[config.mk]
export PLATFORM = sky130hd
export DESIGN_NAME = beacon_local_control_panel
export DESIGN_NICKNAME = d
export VERILOG_FILES = /design/src/verilog/panel_pkg.sv /design/src/verilog/debouncer.sv /design/src/verilog/beacon_local_control_panel.sv
export SDC_FILE = /design/constraint.sdc
export NUM_CORES = 1
export LEC_CHECK = 0
export ABC_AREA = 1
export BUFFER_PORTS_ARGS = -buffer_cell sky130_fd_sc_hd__buf_2
export CORE_UTILIZATION = 40
export DETAILED_ROUTE_END_ITERATION = 12
export GPL_TIMING_DRIVEN = 0
export PLACE_DENSITY = 0.71
export RECOVER_POWER = 25
export SYNTH_ARGS = -nofsm -noshare
export SYNTH_HDL_FRONTEND = slang
export SYNTH_SLANG_ARGS = --single-unit
[constraint.sdc]
create_clock -name clk_i -period 1.7 [get_ports clk_i]
set_input_delay 0.085 -clock clk_i [delete_from_list [all_inputs] [get_ports clk_i]]
set_output_delay 0.085 -clock clk_i [all_outputs]
set_load 0.02 [all_outputs]
[src/verilog/panel_pkg.sv]
// constants, field layouts and carriers for the local control panel
package panel_pkg;

    // ****************************************
    // timing
    // ****************************************
    localparam int CLK_MHZ = 250;
    localparam int DEBOUNCE_US = 10000;
    localparam int DEBOUNCE_CNT = DEBOUNCE_US * CLK_MHZ;
    localparam int DB_CNT_W = 22;

    // ****************************************
    // register map (byte addresses)
    // ****************************************
    localparam int ADDR_W = 12;
    localparam logic [ADDR_W-1:0] ADDR_CFG = 12'h000;
    localparam logic [ADDR_W-1:0] ADDR_ACCESS = 12'h004;
    localparam logic [ADDR_W-1:0] ADDR_RMM_MODE = 12'h008;
    localparam logic [ADDR_W-1:0] ADDR_LIMIT = 12'h00C;
    localparam logic [ADDR_W-1:0] ADDR_STATUS = 12'h010;

    // cfg fields
    localparam int CFG_INTERLOCK_BIT = 0;
    localparam int CFG_SHUTDOWN_BIT = 1;
    localparam logic [1:0] CFG_RST = 2'h0;

    // access fields
    localparam int ACC_LOCAL_LSB = 0;
    localparam int ACC_REMOTE_LSB = 2;
    localparam logic [3:0] ACC_RST = 4'h0;
    localparam logic [1:0] LVL_0 = 2'h0;
    localparam logic [1:0] LVL_1 = 2'h1;
    localparam logic [1:0] LVL_2 = 2'h2;
    localparam logic [1:0] LVL_3 = 2'h3;

    // rmm mode field
    localparam int MODE_MANUAL_BIT = 0;

    // limit register
    localparam int LIMIT_W = 16;
    localparam logic [LIMIT_W-1:0] LIMIT_RST = 16'h0000;

    // status fields
    localparam int ST_ON_BIT = 0;
    localparam int ST_ACTIVE_BIT = 1;
    localparam int ST_MAIN_BIT = 2;
    localparam int ST_MANUAL_BIT = 3;
    localparam int ST_INTERLOCK_BIT = 4;
    localparam int ST_BATT_DISC_BIT = 5;
    localparam int ST_LGRANT_LSB = 6;
    localparam int ST_RGRANT_LSB = 8;
    localparam int ST_LEDS_LSB = 10;

    // ****************************************
    // debounced panel inputs
    // ****************************************
    localparam int IN_ONOFF = 0;
    localparam int IN_SWAP = 1;
    localparam int IN_MAIN_SEL = 2;
    localparam int IN_REM_ONOFF = 3;
    localparam int IN_REM_SWAP = 4;
    localparam int IN_REMOTE_SW = 5;
    localparam int IN_MANUAL_SW = 6;
    localparam int IN_INTERLOCK = 7;
    localparam int IN_WPROT = 8;
    localparam int N_DB = 9;

    // ****************************************
    // carriers
    // ****************************************
    typedef struct packed {
        logic [7:0] mon1_alarm;
        logic [7:0] mon2_alarm;
        logic mon1_warn;
        logic mon2_warn;
        logic maint_fault;
        logic rms_warning;
        logic batt_low;
        logic mains_ok;
        logic wp_strap;
    } status_pins_t;

    typedef struct packed {
        logic service;
        logic alarm;
        logic normal;
        logic warning;
        logic param_warn;
        logic disagree;
        logic batt_warn;
        logic maint_warn;
        logic standby_air;
    } leds_t;

    localparam int LEDS_W = $bits(leds_t);

endpackage : panel_pkg

[src/verilog/debouncer.sv]
// two-flop synchroniser, debounce filter and rising-edge pulse for one input
`timescale 1ns/100ps
module debouncer import panel_pkg::*; #(
    parameter int DEBOUNCE_CYCLES = DEBOUNCE_CNT
) (
    // clock and reset
    input wire logic clk_i,
    input wire logic rst_n_i,
    // raw pin and filtered result
    input wire logic raw_i,
    output logic level_o,
    output logic rise_o
);

    logic meta_r;
    logic sync_r;
    logic [DB_CNT_W-1:0] cnt_r;
    wire logic differs = sync_r != level_o;
    wire logic settled = cnt_r == DB_CNT_W'(DEBOUNCE_CYCLES - 1);

    always_ff @(posedge clk_i or negedge rst_n_i) begin
        if (!rst_n_i) begin
            meta_r <= 1'b0;
            sync_r <= 1'b0;
            cnt_r <= '0;
            level_o <= 1'b0;
            rise_o <= 1'b0;
        end else begin
            meta_r <= raw_i;
            sync_r <= meta_r;
            cnt_r <= (differs && !settled) ? cnt_r + 1'b1 : '0;
            level_o <= (differs && settled) ? sync_r : level_o;
            rise_o <= differs && settled && sync_r;
        end
    end

endmodule : debouncer

[src/verilog/beacon_local_control_panel.sv]
// front-panel control logic of a dual-transmitter beacon cabinet, with apb registers
//
// How it works
// local on/off press toggles beacon, local mode only, blocked by configured interlock
// local swap press changes active transmitter; local only; auto needs beacon on
// main-select press swaps main and standby designation, local mode only
// remote mode ignores local buttons and denies levels two and three locally
// local mode ignores remote buttons and blocks the remote serial port
// manual/auto switch sets the mode only in local position
// in auto, a new alarm causes active_tx_swap_button or shutdown as configured
// in manual, alarms leave the transmitter state untouched
// active interlock forces transmitters off until it clears, overriding manual
// write protect rejects limit writes and denies access level three
// in remote mode the maintenance program may set manual or auto
// service lights on remote access, local, manual, remote manual or strap mismatch
// service also raises the alarm toward the remote control unit
// alarm lights with any alarm; normal lights only with none
// parameter warning lights from the voted monitor warnings
// monitor disagree lights when the two alarm sets differ
// battery warning lights while mains for charging is lost
// maintenance warning lights on a faulty maintenance parameter
// standby-on-air lights when the antenna transmitter is not the main one
// general warning lights when the remote monitor system reports a warning
// battery disconnects below cutoff and stays off until mains returns
// each button is synchronised, debounced and acts once per press
//
// Added by the designer: register access over APB and the register offsets.
`timescale 1ns/100ps
module beacon_local_control_panel import panel_pkg::*; #(
    parameter int DEBOUNCE_CYCLES = DEBOUNCE_CNT
) (
    // clock and reset
    input wire logic clk_i,
    input wire logic rst_n_i,
    // apb slave
    input wire logic psel_i,
    input wire logic penable_i,
    input wire logic pwrite_i,
    input wire logic [ADDR_W-1:0] paddr_i,
    input wire logic [31:0] pwdata_i,
    output logic [31:0] prdata_o,
    output logic pready_o,
    output logic pslverr_o,
    // front-panel buttons and switches
    input wire logic btn_onoff_i,
    input wire logic active_tx_swap_button_i,
    input wire logic btn_main_sel_i,
    input wire logic remote_sw_i,
    input wire logic manual_sw_i,
    input wire logic interlock_i,
    input wire logic write_protect_i,
    // remote control unit buttons
    input wire logic remote_onoff_i,
    input wire logic remote_swap_i,
    // monitor, maintenance and power status pins
    input wire status_pins_t status_i,
    // transmitter control
    output logic beacon_on_o,
    output logic first_transmitter_on_o,
    output logic second_transmitter_on_o,
    output logic antenna_second_o,
    output logic main_is_second_o,
    // power and remote alarm
    output logic battery_disconnect_o,
    output logic remote_alarm_o,
    // indicators
    output leds_t leds_o
);

    // ****************************************
    // input conditioning
    // ****************************************
    logic [N_DB-1:0] db_level;
    logic [N_DB-1:0] db_rise;
    wire logic [N_DB-1:0] raw_in = {
        write_protect_i,
        interlock_i,
        manual_sw_i,
        remote_sw_i,
        remote_swap_i,
        remote_onoff_i,
        btn_main_sel_i,
        active_tx_swap_button_i,
        btn_onoff_i
    };

    for (genvar gi = 0; gi < N_DB; gi++) begin : g_db
        debouncer #(
            .DEBOUNCE_CYCLES(DEBOUNCE_CYCLES)
        ) u_db (
            .clk_i(clk_i),
            .rst_n_i(rst_n_i),
            .raw_i(raw_in[gi]),
            .level_o(db_level[gi]),
            .rise_o(db_rise[gi])
        );
    end

    // status pins are levels from another domain: plain two-flop sync
    status_pins_t st_meta_r;
    status_pins_t st_r;

    always_ff @(posedge clk_i or negedge rst_n_i) begin
        if (!rst_n_i) begin
            st_meta_r <= '0;
            st_r <= '0;
        end else begin
            st_meta_r <= status_i;
            st_r <= st_meta_r;
        end
    end

    // ****************************************
    // state registers
    // ****************************************
    logic on_r;
    logic active_r;
    logic main_r;
    logic manual_r;
    logic rmm_manual_r;
    logic batt_disc_r;
    logic alarm_seen_r;
    logic [1:0] cfg_r;
    logic [3:0] access_r;
    logic [LIMIT_W-1:0] limit_r;
    logic [1:0] lgrant_r;
    logic [1:0] rgrant_r;
    logic pready_r;
    logic pslverr_r;
    logic [31:0] prdata_r;

    // ****************************************
    // mode qualification
    // ****************************************
    wire logic remote_mode = db_level[IN_REMOTE_SW];
    wire logic local_mode = !remote_mode;
    wire logic wprot = db_level[IN_WPROT];
    wire logic interlock_act = cfg_r[CFG_INTERLOCK_BIT] && db_level[IN_INTERLOCK];
    wire logic shutdown_cfg = cfg_r[CFG_SHUTDOWN_BIT];

    wire logic local_onoff = db_rise[IN_ONOFF] && local_mode;
    wire logic local_swap = db_rise[IN_SWAP] && local_mode;
    wire logic local_main = db_rise[IN_MAIN_SEL] && local_mode;
    wire logic rem_onoff = db_rise[IN_REM_ONOFF] && remote_mode;
    wire logic rem_swap = db_rise[IN_REM_SWAP] && remote_mode;

    wire logic onoff_go = (local_onoff || rem_onoff) && !interlock_act;
    wire logic swap_go = (local_swap || rem_swap) && (manual_r || on_r);

    // alarms taken from both monitors
    wire logic [7:0] alarm_union = st_r.mon1_alarm | st_r.mon2_alarm;
    wire logic alarm_any = |alarm_union;
    // only a fresh alarm acts, so a standing one cannot keep swapping
    wire logic alarm_new = alarm_any && !alarm_seen_r;
    wire logic auto_hit = !manual_r && alarm_new && on_r;

    // ****************************************
    // next state
    // ****************************************
    logic on_nxt;
    logic active_nxt;
    logic main_nxt;
    logic manual_nxt;
    logic rmm_manual_nxt;

    assign on_nxt = interlock_act ? 1'b0 :
                    onoff_go ? !on_r :
                    (auto_hit && shutdown_cfg) ? 1'b0 : on_r;
    assign active_nxt = ((swap_go || (auto_hit && !shutdown_cfg)) && !interlock_act) ? !active_r : active_r;
    assign main_nxt = local_main ? !main_r : main_r;

    // ****************************************
    // apb decode
    // ****************************************
    wire logic apb_setup = psel_i && !penable_i;
    wire logic apb_done = psel_i && penable_i && pready_r;
    wire logic hit_cfg = paddr_i == ADDR_CFG;
    wire logic hit_access = paddr_i == ADDR_ACCESS;
    wire logic hit_mode = paddr_i == ADDR_RMM_MODE;
    wire logic hit_limit = paddr_i == ADDR_LIMIT;
    wire logic hit_status = paddr_i == ADDR_STATUS;
    wire logic hit_any = hit_cfg || hit_access || hit_mode || hit_limit || hit_status;

    wire logic limit_refused = hit_limit && wprot;
    wire logic mode_refused = hit_mode && local_mode;
    wire logic wr_refused = pwrite_i && (limit_refused || mode_refused || hit_status);
    wire logic access_err = !hit_any || wr_refused;

    wire logic wr_ok = apb_done && pwrite_i && !pslverr_r;
    wire logic wr_cfg = wr_ok && hit_cfg;
    wire logic wr_access = wr_ok && hit_access;
    wire logic wr_mode = wr_ok && hit_mode && remote_mode;
    wire logic wr_limit = wr_ok && hit_limit && !wprot;

    assign manual_nxt = local_mode ? db_level[IN_MANUAL_SW] :
                        wr_mode ? pwdata_i[MODE_MANUAL_BIT] : manual_r;
    assign rmm_manual_nxt = local_mode ? 1'b0 :
                            wr_mode ? pwdata_i[MODE_MANUAL_BIT] : rmm_manual_r;

    // ****************************************
    // access levels
    // ****************************************
    function automatic logic [1:0] grant_level(
        input logic [1:0] req,
        input logic high_ok,
        input logic wp
    );
        logic [1:0] lvl;
        lvl = req;
        if (req >= LVL_2 && !high_ok) begin
            lvl = LVL_1;
        end else if (req == LVL_3 && wp) begin
            lvl = LVL_2;
        end
        return lvl;
    endfunction : grant_level

    wire logic [1:0] lreq = access_r[ACC_LOCAL_LSB +: 2];
    wire logic [1:0] rreq = access_r[ACC_REMOTE_LSB +: 2];
    wire logic [1:0] lgrant_nxt = grant_level(lreq, local_mode, wprot);
    wire logic [1:0] rgrant_nxt = local_mode ? LVL_0 : grant_level(rreq, 1'b1, wprot);

    // ****************************************
    // indicators
    // ****************************************
    wire logic high_access = rgrant_r >= LVL_2 || lgrant_r >= LVL_2;
    wire logic strap_mismatch = wprot != st_r.wp_strap;
    leds_t leds_nxt;

    assign leds_nxt.service = high_access || local_mode || db_level[IN_MANUAL_SW] ||
                              rmm_manual_r || strap_mismatch;
    assign leds_nxt.alarm = alarm_any;
    assign leds_nxt.normal = !alarm_any;
    assign leds_nxt.warning = st_r.rms_warning;
    // two-out-of-two vote: one noisy monitor alone does not light it
    assign leds_nxt.param_warn = st_r.mon1_warn && st_r.mon2_warn;
    assign leds_nxt.disagree = st_r.mon1_alarm != st_r.mon2_alarm;
    assign leds_nxt.batt_warn = !st_r.mains_ok;
    assign leds_nxt.maint_warn = st_r.maint_fault;
    assign leds_nxt.standby_air = active_r != main_r;

    // mains return reconnects even if the cell is still low, so it can charge
    wire logic batt_disc_nxt = st_r.mains_ok ? 1'b0 :
                               st_r.batt_low ? 1'b1 : batt_disc_r;

    // ****************************************
    // read mux
    // ****************************************
    logic [31:0] status_word;
    logic [31:0] rd_word;

    always_comb begin
        status_word = '0;
        status_word[ST_ON_BIT] = on_r;
        status_word[ST_ACTIVE_BIT] = active_r;
        status_word[ST_MAIN_BIT] = main_r;
        status_word[ST_MANUAL_BIT] = manual_r;
        status_word[ST_INTERLOCK_BIT] = interlock_act;
        status_word[ST_BATT_DISC_BIT] = batt_disc_r;
        status_word[ST_LGRANT_LSB +: 2] = lgrant_r;
        status_word[ST_RGRANT_LSB +: 2] = rgrant_r;
        status_word[ST_LEDS_LSB +: LEDS_W] = leds_o;
    end

    assign rd_word = hit_cfg ? {30'h0000_0000, cfg_r} :
                     hit_access ? {28'h000_0000, access_r} :
                     hit_mode ? {31'h0000_0000, manual_r} :
                     hit_limit ? {16'h0000, limit_r} :
                     hit_status ? status_word : 32'h0000_0000;

    // ****************************************
    // apb registers
    // ****************************************
    always_ff @(posedge clk_i or negedge rst_n_i) begin
        if (!rst_n_i) begin
            pready_r <= 1'b0;
            pslverr_r <= 1'b0;
            prdata_r <= '0;
        end else begin
            pready_r <= apb_setup;
            pslverr_r <= apb_setup && access_err;
            prdata_r <= (apb_setup && !pwrite_i) ? rd_word : 32'h0000_0000;
        end
    end

    always_ff @(posedge clk_i or negedge rst_n_i) begin
        if (!rst_n_i) begin
            cfg_r <= CFG_RST;
            access_r <= ACC_RST;
            limit_r <= LIMIT_RST;
        end else begin
            cfg_r <= wr_cfg ? pwdata_i[1:0] : cfg_r;
            access_r <= wr_access ? pwdata_i[3:0] : access_r;
            limit_r <= wr_limit ? pwdata_i[LIMIT_W-1:0] : limit_r;
        end
    end

    // ****************************************
    // control state
    // ****************************************
    always_ff @(posedge clk_i or negedge rst_n_i) begin
        if (!rst_n_i) begin
            on_r <= 1'b0;
            active_r <= 1'b0;
            main_r <= 1'b0;
            manual_r <= 1'b0;
            rmm_manual_r <= 1'b0;
            alarm_seen_r <= 1'b0;
            batt_disc_r <= 1'b0;
            lgrant_r <= LVL_0;
            rgrant_r <= LVL_0;
        end else begin
            on_r <= on_nxt;
            active_r <= active_nxt;
            main_r <= main_nxt;
            manual_r <= manual_nxt;
            rmm_manual_r <= rmm_manual_nxt;
            alarm_seen_r <= alarm_any;
            batt_disc_r <= batt_disc_nxt;
            lgrant_r <= lgrant_nxt;
            rgrant_r <= rgrant_nxt;
        end
    end

    // ****************************************
    // output flops
    // ****************************************
    always_ff @(posedge clk_i or negedge rst_n_i) begin
        if (!rst_n_i) begin
            beacon_on_o <= 1'b0;
            first_transmitter_on_o <= 1'b0;
            second_transmitter_on_o <= 1'b0;
            antenna_second_o <= 1'b0;
            main_is_second_o <= 1'b0;
            battery_disconnect_o <= 1'b0;
            remote_alarm_o <= 1'b0;
            leds_o <= '0;
        end else begin
            beacon_on_o <= on_nxt;
            first_transmitter_on_o <= on_nxt && !active_nxt;
            second_transmitter_on_o <= on_nxt && active_nxt;
            antenna_second_o <= active_nxt;
            main_is_second_o <= main_nxt;
            battery_disconnect_o <= batt_disc_nxt;
            remote_alarm_o <= leds_nxt.alarm || leds_nxt.service;
            leds_o <= leds_nxt;
        end
    end

    assign prdata_o = prdata_r;
    assign pready_o = pready_r;
    assign pslverr_o = pslverr_r;

endmodule : beacon_local_control_panel

### Yosys cells after proc, flatten, opt, wreduce, memory -nomap -nowiden

Cells that the tools add are included.

| word-level totals | value |
|---|---|
| output and inout bits | 50 |
| bits in registers | 341 |
| input bits | 81 |

| operators by class | value |
|---|---|
| add/subtract/negate cells | 9 |
| order comparisons | 3 |
| reduce and logical (&&, ||, !) cells | 104 |
| bitwise operators | 1 |
| muxes and demuxes | 28 |
| eq/ne operators | 28 |

Operator list:

| operator | number |
|---|---|
| 22-bit by 1-bit adder with 22-bit output, second input constant | 9 |
| 22-bit == test, second input constant | 9 |
| 22-bit 2-to-1 mux | 9 |
| 19-bit 2-to-1 mux | 6 |
| 1-bit logical AND | 59 |
| 1-bit logical NOT | 25 |
| 12-bit by 4-bit == test with 1-bit output, second input constant | 2 |
| 1-bit logical OR | 17 |
| 12-bit by 3-bit == test with 1-bit output, second input constant | 1 |
| 12-bit by 5-bit == test with 1-bit output, second input constant | 1 |
| 12-bit logical NOT | 1 |
| 1-bit inequality test | 11 |
| 1-bit 2-to-1 mux | 9 |
| 2-bit 2-to-1 mux | 4 |
| 8-bit inequality test | 1 |
| 8-bit OR | 1 |
| 8-bit OR reduction | 1 |
| 2-bit >= comparator, second input constant | 3 |
| 2-bit == test, second input constant | 2 |
| 2-bit inequality test, second input constant | 1 |
| 2-bit nonzero test | 1 |

### Logic depth before layout (Yosys ltp)

| logic depth | value |
|---|---|
| word-level depth | 11 |
| gate-level depth with buffers | 11 |
| depth with buffers taken out | 11 |

### Cells and area by module

Synthesis repeated with hierarchy kept, for this count alone.

| unflattened totals | value |
|---|---|
| cells, all modules | 2120 |
| area, all modules | 17007.6 um2 |

Modules (own cells, without submodules):

| module | times used | cells an instance | area an instance (um2) |
|---|---|---|---|
| debouncer | 9 | 188 | 1407.6 |
| beacon_local_control_panel | 1 | 428 | 4339.2 |

### Worst setup path before layout

Ideal clock, no wire load.

| timing | value |
|---|---|
| path type | flip-flop to flip-flop |
| start | register g_db[5].u_db.cnt_r[0] |
| end | register g_db[5].u_db.cnt_r[10] |
| period minus slack after synthesis | 1.563 ns |
| stages on the path, launching flop included | 10 |
| required time | 1.581 ns |
| slack | 0.137 ns |
| buffers on the path | 1 |
| data arrival time | 1.445 ns |
| cells stage by stage | dfrtp_1 > ha_1 > nand2_2 > nor2_4 > inv_2 > nor3_2 > nand3_1 > nand2_2 > buf_6 > nor2_1 |

| between the ends | value |
|---|---|
| longest elaborated chain between the ends | 4 |
| elaborated cells between the ends (all ways) | 5 |

RTL lines:

| item | line | source |
|---|---|---|
| start, declared | debouncer.sv:17 | `logic [DB_CNT_W-1:0] cnt_r;` |
| start signal, assigned | debouncer.sv:31 | `cnt_r <= (differs && !settled) ? cnt_r + 1'b1 : '0;` |
| parallel branches: the longest is 3 deep, another holds 22-bit by 1-bit adder with 22-bit output | - |  |
| 22-bit 2-to-1 mux (*) | debouncer.sv:31 |  |

Every way passes the cells marked *.
A chain may end at the register's enable or synchronous reset.

### Worst setup path in the final report

| timing | value |
|---|---|
| start | register g_db[1].u_db.cnt_r[0] |
| end | register g_db[1].u_db.cnt_r[12] |

| between the ends | value |
|---|---|
| longest elaborated chain between the ends | 4 |
| elaborated cells between the ends (all ways) | 5 |

RTL lines:

| item | line |
|---|---|
| start, declared | debouncer.sv:17 |
| start signal, assigned | debouncer.sv:31 |
| parallel branches: the longest is 3 deep, another holds 22-bit by 1-bit adder with 22-bit output | - |
| 22-bit 2-to-1 mux (*) | debouncer.sv:31 |

Marked as above.

==> qor.yml <==
postSynth.asyncResetShare_pct: 100.0
diodes: 0
num-fill-cells: 3954
final_common_cell: "nand2_1"
track_usage_pct: 18.90
vias_per_cell: 4.919
cp.required_ns: 2.14
drive_gt1_share_pct: 13.92
hp-class: "in -> reg"
critPathKind: "reg -> reg"
synth_edf_count: 0
max_stage_delay_ns: 0.40
slew_violations: 0
tightest_slew_ns: 0.8745
stdcell_count: 2938
status: "completed"
areaGrowthSynthToFinish_pct: 21.55
wl_per_cell_um: 13.82
cp-end-kind: "register"
ys_seq_area_share_pct: 50.08
die-area_mm2: 0.04343
num_io_pins: 131
grt_max_degree: 97
final-hold-violation-count: 0
ant_nets: 0
cts_tree: "done"
cpMostUsedCell: "nor2_2"
htree_levels: 2
fp-row-count: 75
final.min_clock_period_ns: 1.661
die_h_um: 208.4
fin_nets: 2466
critPathMaxFanout: 10
dp.cells: 2789
mostFrequentLayoutCells: "nand2_1, nor2_1, dfrtp_1, inv_1, nand3_1"
die_x_um: 208.4
intPower_mw: 13.80
coreArea_mm2: 0.04195
grt_pass1_wl_um: 67640
comb_power_share_pct: 4.9
clkPwrFrac_pct: 48.6
start_util_pct: 40.62
synth_cells: 2134
cts_buffer_depth: 3
routabilityCongestion: 0.9377
first_global_vias: 14030
power_switching_mw: 4.180
finClkSkew_ns: 0.01924
yosys.area.top_type: "dfrtp_1"
synth_area_leaders: "dfrtp_1, nand2_1, nor2_1"
irDropWorstVdd_uv: 564.1
crit_chain: "ha_4 > nand2_1 > nor2_2 > inv_1 > nor2_2 > nand3_2 > nand2_2 > buf_6 > nor3b_1"
synth.distinct_cells: 40
power.density_mw_per_mm2: 868.0
finalCritPeriodShare_pct: 97.70
cp-start-kind: "register"
clk_latency_ns: 0.57
maxCapViolations: 0
swShare_pct: 23.25
setup_viol: 0
io_buffers: 101
cts.sinks: 341
cp_data_arrival_time_ns: 2.10
synth_top_area_share_pct: 50.08
fin_util_pct: 49.38
fmax_mhz: 602.1
antenna_found_initial: 0
drt_iter0_drc: 980
maxSlewHeadroom_pct: 41.70
route.vias.total: 14450
p_leak_nw: 9.402
drcViolationCount: 0
synthFlopType: "dfrtp_1"
root_buffer: "clkbuf_16"
finalWirelength_um: 40610
yosysWarnings: 0
first_pass_iters: 5
syn_avg_cell_area_um2: 7.984
place_hpwl_um: 29220
path_clk_slew_ns: 0.06
sequentialPowerShare_pct: 46.5
cts_buffers: 40
synth.cell_area_mm2: 0.01704
grt-ovfl-total: 0
slowest_stage: "dfrtp_1"
synth-seq-cells: 341
worst max-delay path, delay by kind of cell (launching register included):
kind | cells | cell delay, ns
AND/OR/NAND/NOR | 6 | 0.69
buffers and inverters | 2 | 0.26
flip-flops | 1 | 0.40
adder cells (fa/ha/maj) | 1 | 0.17
power groups by stage:
stage          clock (mW)  sequential, mW  combinational, mW
3_5_place_dp            0            8.50              0.695
3_3_place_gp            0            8.49              0.656
2_1_floorplan           0            8.48              0.317
4_1_cts              8.99            8.34              0.836
6_report             8.74            8.35              0.883
5_1_grt              9.32            8.36              0.999
path summary, 6_finish.rpt:
| kind | from | endpoint | slack, ns | cells past startpoint |
|---|---|---|---|---|
| hold reg to reg | g_db[6].u_db.meta_r$_DFF_PN0_ | g_db[6].u_db.sync_r$_DFF_PN0_ | 0.35 | 0 |
| setup reg to reg | g_db[1].u_db.cnt_r[0]$_DFF_PN0_ | g_db[1].u_db.cnt_r[12]$_DFF_PN0_ | 0.04 | 9 |
| hold / removal | paddr_i[3] | prdata_o[13]$_DFF_PN0_ | 0.05 | 5 |
| setup / recovery | g_db[1].u_db.cnt_r[0]$_DFF_PN0_ | g_db[1].u_db.cnt_r[12]$_DFF_PN0_ | 0.04 | 9 |
| max in group asynchronous | rst_n_i | g_db[7].u_db.cnt_r[0]$_DFF_PN0_ | 0.37 | 3 |
| min in group asynchronous | rst_n_i | g_db[4].u_db.cnt_r[18]$_DFF_PN0_ | 0.06 | 2 |
final cells by class:
| type | instances | area (µm²) | share of cell area (%) |
|---|---|---|---|
| multi-input cells | 1464 | 7345 | 35.46 |
| flip-flops and latches | 341 | 8538 | 41.23 |
| clock buffers | 50 | 1079 | 5.207 |
| plain buffers | 42 | 389.1 | 1.879 |
| well taps | 539 | 674.4 | 3.256 |
| clock inverters | 23 | 267.8 | 1.293 |
| repair buffers | 180 | 1296 | 6.259 |
| inverters | 299 | 1122 | 5.419 |
synthesized netlist by cell type (3+ instances only):
| cell | count |
|---|---|
| a21oi_1 | 35 |
| a31oi_1 | 4 |
| and3_1 | 5 |
| buf_2 | 3 |
| buf_4 | 30 |
| buf_6 | 8 |
| dfrtp_1 | 341 |
| ha_1 | 17 |
| inv_1 | 297 |
| nand2_1 | 468 |
| nand2_2 | 6 |
| nand3_1 | 156 |
| nand4_1 | 50 |
| nor2_1 | 396 |
| nor2_2 | 10 |
| nor2_4 | 4 |
| nor2b_1 | 3 |
| nor3_1 | 85 |
| nor3_2 | 6 |
| nor3b_1 | 22 |
| nor3b_2 | 3 |
| nor4_1 | 19 |
| o21ai_0 | 25 |
| o21ai_1 | 7 |
| o21ai_2 | 16 |
| o21bai_1 | 3 |
| or2_2 | 6 |
| xnor2_1 | 20 |
| xor2_1 | 73 |
per-layer routing:
layer	vias to the layer above	wire length (µm)	global-route usage (%)
li1	7177	-	-
met1	6857	18560	25.29
met2	343	19190	31.09
met3	75	1909	3.592
met4	0	961	5.543
met5	-	0	0
sequential cells by signal (all words and copies together) (netlist names), 2 cells and up:
signal	cells
g_db.u_db.cnt_r	198
st_meta_r	23
st_r	21
prdata_o	19
limit_r	16
g_db.u_db.level_o	9
g_db.u_db.meta_r	9
g_db.u_db.sync_r	9
leds_o	9
g_db.u_db.rise_o	5
access_r	4
cfg_r	2
leds_nxt	2
lgrant_r	2
rgrant_r	2
logic make-up after synthesis:
family | Yosys count | share of synthesized area, %
fa+ha+maj | 17 | 1.248
simple gates | 1248 | 32.12
buf+inv | 341 | 8.548
xor+xnor | 93 | 4.780
other cells | 1 | 0.02201
compound gates | 93 | 3.202
flops | 341 | 50.08
through the flow:
stage                     total power, mW  hold slack (ns)  TNS (ns)  instance area (µm²)  worst slack (ns)
final                               17.98          0.04696         0                20710           0.03904
after CTS                           18.17         0.006820  -0.01998                20370          -0.01223
after detailed placement            9.192          0.09282    -18.08                18360           -0.1711
after global routing                18.68          0.03868    -1.440                20710          -0.07192
after global placement              9.150           0.1924  -2030.99                18260            -5.960
after floorplan                     8.799          -0.2106         0                17080            0.1368
repair_timing:
| action | 4_1_cts | 5_1_grt |
|---|---|---|
| gates resized for setup | 24 | 59 |
| gates cloned | 0 | 2 |
| pin swaps | 2 | 6 |
| hold buffers | 55 | 0 |
| endpoints found under the hold margin | 137 | 0 |
| setup endpoints to repair | 183 | 185 |
| buffers inserted | 6 | 13 |
Note: power is estimated with default switching activity, not from simulation.
